## src/verilog/tdma_defs.vh

```
// Constants for the table read and data memory access block
`ifndef TDMA_DEFS_VH
`define TDMA_DEFS_VH
`define TDMA_ADDR_IND      8'h00
`define TDMA_ADDR_MP       8'h01
`define TDMA_ADDR_TPTR     8'h07
`define TDMA_ADDR_THIGH    8'h08
`define TDMA_GP_BASE       8'h40
`define TDMA_ZERO_BYTE     8'h00
`define TDMA_MP_BIT7       7
`define TDMA_OP_NONE       3'h0
`define TDMA_OP_READ       3'h1
`define TDMA_OP_WRITE      3'h2
`define TDMA_OP_BSET       3'h3
`define TDMA_OP_BCLR       3'h4
`define TDMA_OP_TRD_CUR    3'h5
`define TDMA_OP_TRD_LAST   3'h6
`endif

```

## src/verilog/tdma_addr_gen.v

```verilog
// Table word address former for both table read forms
`timescale 1ns/1ps
module tdma_addr_gen #(
  parameter PW = 12
) (
  input  wire [PW-1:0] pc_i,
  input  wire [7:0]    tptr_i,
  input  wire          last_i,
  output wire [PW-1:0] addr_o
);
  wire [PW-9:0] upper;
  // Last page forces every implemented upper bit high
  assign upper  = last_i ? {(PW-8){1'b1}} : pc_i[PW-1:8];
  assign addr_o = {upper, tptr_i};
endmodule // tdma_addr_gen

```

## src/verilog/tdma_gp_ram.v

```verilog
// General purpose data memory, flip-flop storage
`timescale 1ns/1ps
module tdma_gp_ram #(
  parameter DEPTH = 64,
  parameter AW    = 6
) (
  input  wire          clk_i,
  input  wire          we_i,
  input  wire [AW-1:0] waddr_i,
  input  wire [7:0]    wdata_i,
  input  wire [AW-1:0] raddr_i,
  output wire [7:0]    rdata_o
);
  reg [7:0] mem_q [0:DEPTH-1];
  genvar g;
  generate
    for (g = 0; g < DEPTH; g = g + 1) begin : g_cell
      // No reset: contents are undefined at power-up like real RAM
      always @(posedge clk_i) begin
        if (we_i && (waddr_i == g)) begin
          mem_q[g] <= wdata_i;
        end
      end
    end
  endgenerate
  assign rdata_o = mem_q[raddr_i];
endmodule // tdma_gp_ram

```

## src/verilog/tdma_top.v

```verilog
// Table read and data memory access logic of the core
`timescale 1ns/1ps
`include "tdma_defs.vh"
module tdma_top #(
  parameter PW       = 12,
  parameter PROM_W   = 15,
  parameter GP_DEPTH = 64,
  parameter GP_AW    = 6,
  parameter MP_BIT7  = 0
) (
  input  wire          CORE_CLK_I,
  input  wire          RST_I,
  input  wire [2:0]    OP_I,
  input  wire [7:0]    ADDR_I,
  input  wire [7:0]    WDATA_I,
  input  wire [2:0]    BIT_I,
  input  wire [PW-1:0] PC_I,
  input  wire [PROM_W-1:0] PROM_DATA_I,
  output reg  [7:0]    RDATA_O,
  output reg           RVALID_O,
  output reg           BUSY_O,
  output reg  [PW-1:0] PROM_ADDR_O,
  output reg           PROM_RD_O,
  output reg  [7:0]    TPTR_O,
  output reg  [7:0]    THIGH_O
);
  localparam ST_IDLE = 1'b0;
  localparam ST_TRD2 = 1'b1;
  localparam [7:0] MP_FORCE = MP_BIT7 ? 8'h80 : 8'h00;

  reg          state_q;
  reg [7:0]    mp_q;
  reg [7:0]    tptr_q;
  reg [7:0]    thigh_q;
  reg [7:0]    dest_q;
  reg          last_q;

  wire [PW-1:0] taddr;
  wire [7:0]    gp_rdata;
  wire [7:0]    mp_read;
  reg  [7:0]    eff_addr;
  reg           ind_self;
  reg  [7:0]    rd_byte;
  reg  [7:0]    wr_byte;
  reg           wr_en;
  reg  [7:0]    wr_addr;
  reg  [15:0]   word_ext;

  assign mp_read = mp_q | MP_FORCE;

  tdma_addr_gen #(
    .PW(PW)
  ) u_addr (
    .pc_i   (PC_I),
    .tptr_i (tptr_q),
    .last_i (OP_I == `TDMA_OP_TRD_LAST),
    .addr_o (taddr)
  );

  // Resolve indirect port through the pointer
  always @* begin
    ind_self = 1'b0;
    eff_addr = ADDR_I;
    if (ADDR_I == `TDMA_ADDR_IND) begin
      eff_addr = mp_read;
      ind_self = (mp_read == `TDMA_ADDR_IND);
    end
  end

  // Read mux; unmapped special locations give zero
  always @* begin
    rd_byte = `TDMA_ZERO_BYTE;
    if (ind_self) begin
      rd_byte = `TDMA_ZERO_BYTE;
    end else if (eff_addr >= `TDMA_GP_BASE) begin
      if (eff_addr < `TDMA_GP_BASE + GP_DEPTH) begin
        rd_byte = gp_rdata;
      end
    end else begin
      case (eff_addr)
        `TDMA_ADDR_MP:    rd_byte = mp_read;
        `TDMA_ADDR_TPTR:  rd_byte = tptr_q;
        `TDMA_ADDR_THIGH: rd_byte = thigh_q;
        default:          rd_byte = `TDMA_ZERO_BYTE;
      endcase
    end
  end

  // Whole table word, zero padded above the word width
  always @* begin
    word_ext = 16'h0000;
    word_ext[PROM_W-1:0] = PROM_DATA_I;
  end

  // Write path for direct, indirect, bit and table writes
  always @* begin
    wr_en   = 1'b0;
    wr_addr = eff_addr;
    wr_byte = WDATA_I;
    if (state_q == ST_TRD2) begin
      wr_en   = 1'b1;
      wr_addr = dest_q;
      wr_byte = word_ext[7:0];
    end else if (!ind_self) begin
      case (OP_I)
        `TDMA_OP_WRITE: wr_en = 1'b1;
        `TDMA_OP_BSET: begin
          wr_en   = 1'b1;
          wr_byte = rd_byte | (8'h01 << BIT_I);
        end
        `TDMA_OP_BCLR: begin
          wr_en   = 1'b1;
          wr_byte = rd_byte & ~(8'h01 << BIT_I);
        end
        default: wr_en = 1'b0;
      endcase
    end
  end

  tdma_gp_ram #(
    .DEPTH(GP_DEPTH),
    .AW(GP_AW)
  ) u_ram (
    .clk_i   (CORE_CLK_I),
    .we_i    (wr_en && (wr_addr >= `TDMA_GP_BASE)
              && (wr_addr < `TDMA_GP_BASE + GP_DEPTH)),
    .waddr_i (wr_addr[GP_AW-1:0]),
    .wdata_i (wr_byte),
    .raddr_i (eff_addr[GP_AW-1:0]),
    .rdata_o (gp_rdata)
  );

  always @(posedge CORE_CLK_I or posedge RST_I) begin
    if (RST_I) begin
      state_q     <= ST_IDLE;
      mp_q        <= 8'h00;
      tptr_q      <= 8'h00;
      thigh_q     <= 8'h00;
      dest_q      <= 8'h00;
      last_q      <= 1'b0;
      RDATA_O     <= 8'h00;
      RVALID_O    <= 1'b0;
      BUSY_O      <= 1'b0;
      PROM_ADDR_O <= {PW{1'b0}};
      PROM_RD_O   <= 1'b0;
      TPTR_O      <= 8'h00;
      THIGH_O     <= 8'h00;
    end else begin
      RVALID_O  <= 1'b0;
      PROM_RD_O <= 1'b0;
      case (state_q)
        ST_IDLE: begin
          if (OP_I == `TDMA_OP_TRD_CUR || OP_I == `TDMA_OP_TRD_LAST) begin
            // Two cycles: address out now, capture next
            state_q     <= ST_TRD2;
            dest_q      <= eff_addr;
            last_q      <= (OP_I == `TDMA_OP_TRD_LAST);
            PROM_ADDR_O <= taddr;
            PROM_RD_O   <= 1'b1;
            BUSY_O      <= 1'b1;
          end else begin
            if (OP_I == `TDMA_OP_READ) begin
              RDATA_O  <= rd_byte;
              RVALID_O <= 1'b1;
            end
            // Table high byte has no write path
            if (wr_en && wr_addr == `TDMA_ADDR_MP) begin
              mp_q <= wr_byte;
            end
            if (wr_en && wr_addr == `TDMA_ADDR_TPTR) begin
              tptr_q <= wr_byte;
            end
          end
        end
        ST_TRD2: begin
          state_q <= ST_IDLE;
          BUSY_O  <= 1'b0;
          thigh_q <= word_ext[15:8];
          // Destination may itself be a special register
          if (dest_q == `TDMA_ADDR_MP) begin
            mp_q <= word_ext[7:0];
          end
          if (dest_q == `TDMA_ADDR_TPTR) begin
            tptr_q <= word_ext[7:0];
          end
        end
        default: state_q <= ST_IDLE;
      endcase
      TPTR_O  <= tptr_q;
      THIGH_O <= thigh_q;
    end
  end
endmodule // tdma_top

```

## config.mk

```make
export PLATFORM = sky130hd
export DESIGN_NAME = tdma_top
export DESIGN_NICKNAME = d
export VERILOG_FILES = /design/src/verilog/tdma_addr_gen.v /design/src/verilog/tdma_gp_ram.v /design/src/verilog/tdma_top.v
export VERILOG_INCLUDE_DIRS = /design/src /design/src/verilog
export SDC_FILE = /design/constraint.sdc
export NUM_CORES = 1
export LEC_CHECK = 0
export BUFFER_PORTS_ARGS = -buffer_cell sky130_fd_sc_hd__buf_2
export CORE_MARGIN = 10
export CORE_UTILIZATION = 25
export CTS_CLUSTER_SIZE = 24
export DETAILED_ROUTE_END_ITERATION = 8
export GPL_ROUTABILITY_DRIVEN = 0
export PLACE_DENSITY = 0.39
export SYNTH_ARGS = -nofsm -noshare
export SYNTH_HDL_FRONTEND = slang
export SYNTH_SLANG_ARGS = --single-unit
```

## constraint.sdc

```tcl
create_clock -name CORE_CLK_I -period 11.9 [get_ports CORE_CLK_I]
set_input_delay 1.785 -clock CORE_CLK_I [delete_from_list [all_inputs] [get_ports CORE_CLK_I]]
set_output_delay 1.785 -clock CORE_CLK_I [all_outputs]
set_load 0.01 [all_outputs]
```

==> results.ini <==
[global_route]
first_global_vias=14522
grt_max_degree=70
grt-ovfl-total=0
grt_util_all_layers_pct=14.1
grt_pass1_wl_mm=111
grt_antenna_before_repair=1

[logic_synthesis]
synth_enable_flop_cells=512
ys_types=74
synthCells=1664
yosysWarnings=0
synth.cell_area_um2=24000
yosysSeqAreaShare_pct=71.4
syn_nets=1715
async_reset_ff_share_pct=11.9
synth_ff_type=edfxtp_1
syn_avg_cell_area_um2=14.4
synth-seq-cells=581

[setup_path]
crit_path_top_delay_cell=buf_4
worstPathRequired_ps=12440
cp_num_cells=12
cp.arrival_ps=7470
path_class=in -> reg
cp_max_fo=66
startpoint=ADDR_I[4]
critPathMaxStageDelay_ps=730
worstReg2RegStart=mp_q[2]
crit_path_end_kind=flip-flop
cpLargestDelayFamily=compound AO/OA/AOI/OAI gates
path_buf_inv=3
crit_path_frequent_cell=buf_4
cp_cell_sequence=buf_2 > nor4b_1 > a21o_4 > buf_4 > mux2i_1 > mux4_2 > a2111oi_0 > a211o_1 > nand4_1 > o31ai_4 > buf_4 > mux2_2
cp-start-kind=primary input
rr_worst_depth=11

[timing]
period_needed_ps=6920
tightest_slew_ps=1290
max_freq_mhz=144
hold_viol_final=0
period_share_pct=58.2
relSlewSlack_pct=13.1
fin_worst_skew_ps=30.7
grt_setup_unrepaired=false
fin_tns_setup_ps=0
setup_violations=0
slew_viol_final=0

[placement]
numPortBuffers=80
postPlaceCellArea_um2=26000
place_hpwl_mm=49.1

[drt]
wl_per_cell_um=25.5
finalWirelength_mm=78.4
ant_nets=0
avgViaCountPerCell=4.82
drt_pass1_iterations=5
drc=0
num_vias=14835
first_iter_violations=1317

[clock_network]
cts-resized-gates=0
cts_hold_buf=0
post_cts_buffers=0
cts_root_buf=clkbuf_16
cts_sinks=581
htree_num_levels=3
path_clk_slew_ps=60
cts_buffers=70
clockBufferDepth=3
clk_latency_ps=630
cts_tree=done

[cells_and_area]
num-nets-final=1810
syn_to_final_growth_pct=17.4
fin_area_um2=28100
layout_common_cells=edfxtp_1 (512), nand2_1 (254), nor2_1 (119), mux2i_1 (98), buf_2 (80)
drive_gt1_share_pct=17.2
nFillCells=9584
final_common_cell=edfxtp_1
antenna_cells=0

[floorplan]
die_h_um=330
initial_core_util_pct=25.2
die-width_um=330
io_pins=90
row_count=113
die_area_um2=109000
core_um2=95000

[worst_hold_path]
holdCritPathClass=reg -> reg
min_path_cells=0
hp-start=thigh_q[1]

[status]
status=complete, no violations

[pwr]
p_leak_nw=9.48
peakVddDrop_v=0.0000735
p_per_area_nw_per_um2=172

[flow_run]
drv_cap=0

==> per-layer routing <==
| metal | up-vias | track usage, % | wire, µm |
|---|---|---|---|
| li1 | 6588 | - | - |
| met1 | 7674 | 20.2 | 37300 |
| met2 | 471 | 21.8 | 35000 |
| met5 | - | 0 | 0 |
| met3 | 102 | 2.61 | 4320 |
| met4 | 0 | 3.74 | 1780 |
==> worst reg2reg max path: cells and delay by family, from the launching register on <==
kind | cells | cell delay (ps)
mux | 3 | 1090
simple gates | 2 | 970
flops | 1 | 480
buf+inv | 2 | 1460
compound gates | 4 | 1980
==> final timing paths <==
kind / slack, ps / end
max: 4980 / tptr_q[1]
min: 420 / THIGH_O[1]
max reg2reg: 5870 / tptr_q[1]
min reg2reg: 420 / THIGH_O[1]
max in group asynchronous: 9830 / PROM_ADDR_O[0]
min in group asynchronous: 1460 / PROM_ADDR_O[10]
==> synthesized netlist by cell type, drive strengths merged, types with 29 or more instances <==
| cell | n | area [µm²] |
|---|---|---|
| mux2 | 29 | 327 |
| o21ai | 39 | 206 |
| mux4 | 35 | 796 |
| dfrtp | 69 | 1730 |
| buf | 47 | 274 |
| clkbuf | 52 | 196 |
| edfxtp | 512 | 15400 |
| nand3 | 67 | 335 |
| a21oi | 73 | 365 |
| mux2i | 98 | 981 |
| nor2 | 120 | 450 |
| nand2 | 254 | 953 |
==> cells by family (layout without fill, tap and decap cells) <==
kind of cell / count (synthesis) / count (layout) / share of synthesized area, %
AO/OA/AOI/OAI: 291 / 291 / 8.33
XOR/XNOR: 1 / 1 / 0.0366
multiplexers: 162 / 162 / 8.78
other: 1 / 1 / 0.0157
buffers and inverters: 113 / 261 / 2.18
flip-flops: 581 / 581 / 71.4
AND/OR/NAND/NOR: 515 / 515 / 9.27
==> state kept, by name, indices dropped and copies added, names as in the netlist <==
| signal | count |
|---|---|
| PROM_ADDR_O | 12 |
| TPTR_O | 8 |
| thigh_q | 7 |
| RVALID_O | 1 |
| u_ram.mem_q | 512 |
| BUSY_O | 1 |
| state_q | 1 |
| THIGH_O | 7 |
| tptr_q | 8 |
| mp_q | 8 |
| dest_q | 8 |
| RDATA_O | 8 |
==> where the power goes <==
part           leakage (nW)  switching, mW  internal (mW)
registers              5.43         0.0367           2.32
clock network          1.06          0.854           1.18
logic                  2.99          0.316          0.124
total                  9.48           1.21           3.62
==> per-stage QoR <==
step | std cells | util [%] | power [mW] | setup slack (ps) | hold slack [ps]
final | 3077 | 29.6 | 4.83 | 4980 | 420
after global routing | 3077 | 29.6 | 5.01 | 4790 | 430
after CTS | 3077 | 29.6 | 4.89 | 5010 | 419
after detailed placement | 2952 | 27.3 | 2.85 | 4400 | 409
after global placement | 2952 | 27.3 | 2.84 | 4480 | 394
after floorplan | 1664 | - | 2.63 | 4360 | 370
==> cell type report <==
| class | instances | area, µm² | area share (%) |
|---|---|---|---|
| sequential | 581 | 17100 | 60.8 |
| multi-input combinational | 970 | 6520 | 23.2 |
| clock buffer | 100 | 1960 | 6.96 |
| tap | 1265 | 1580 | 5.62 |
| timing repair buffer | 122 | 716 | 2.54 |
| clock inverter | 25 | 211 | 0.751 |
| inverter | 14 | 52.6 | 0.187 |
(Power assumes the default switching activity.)
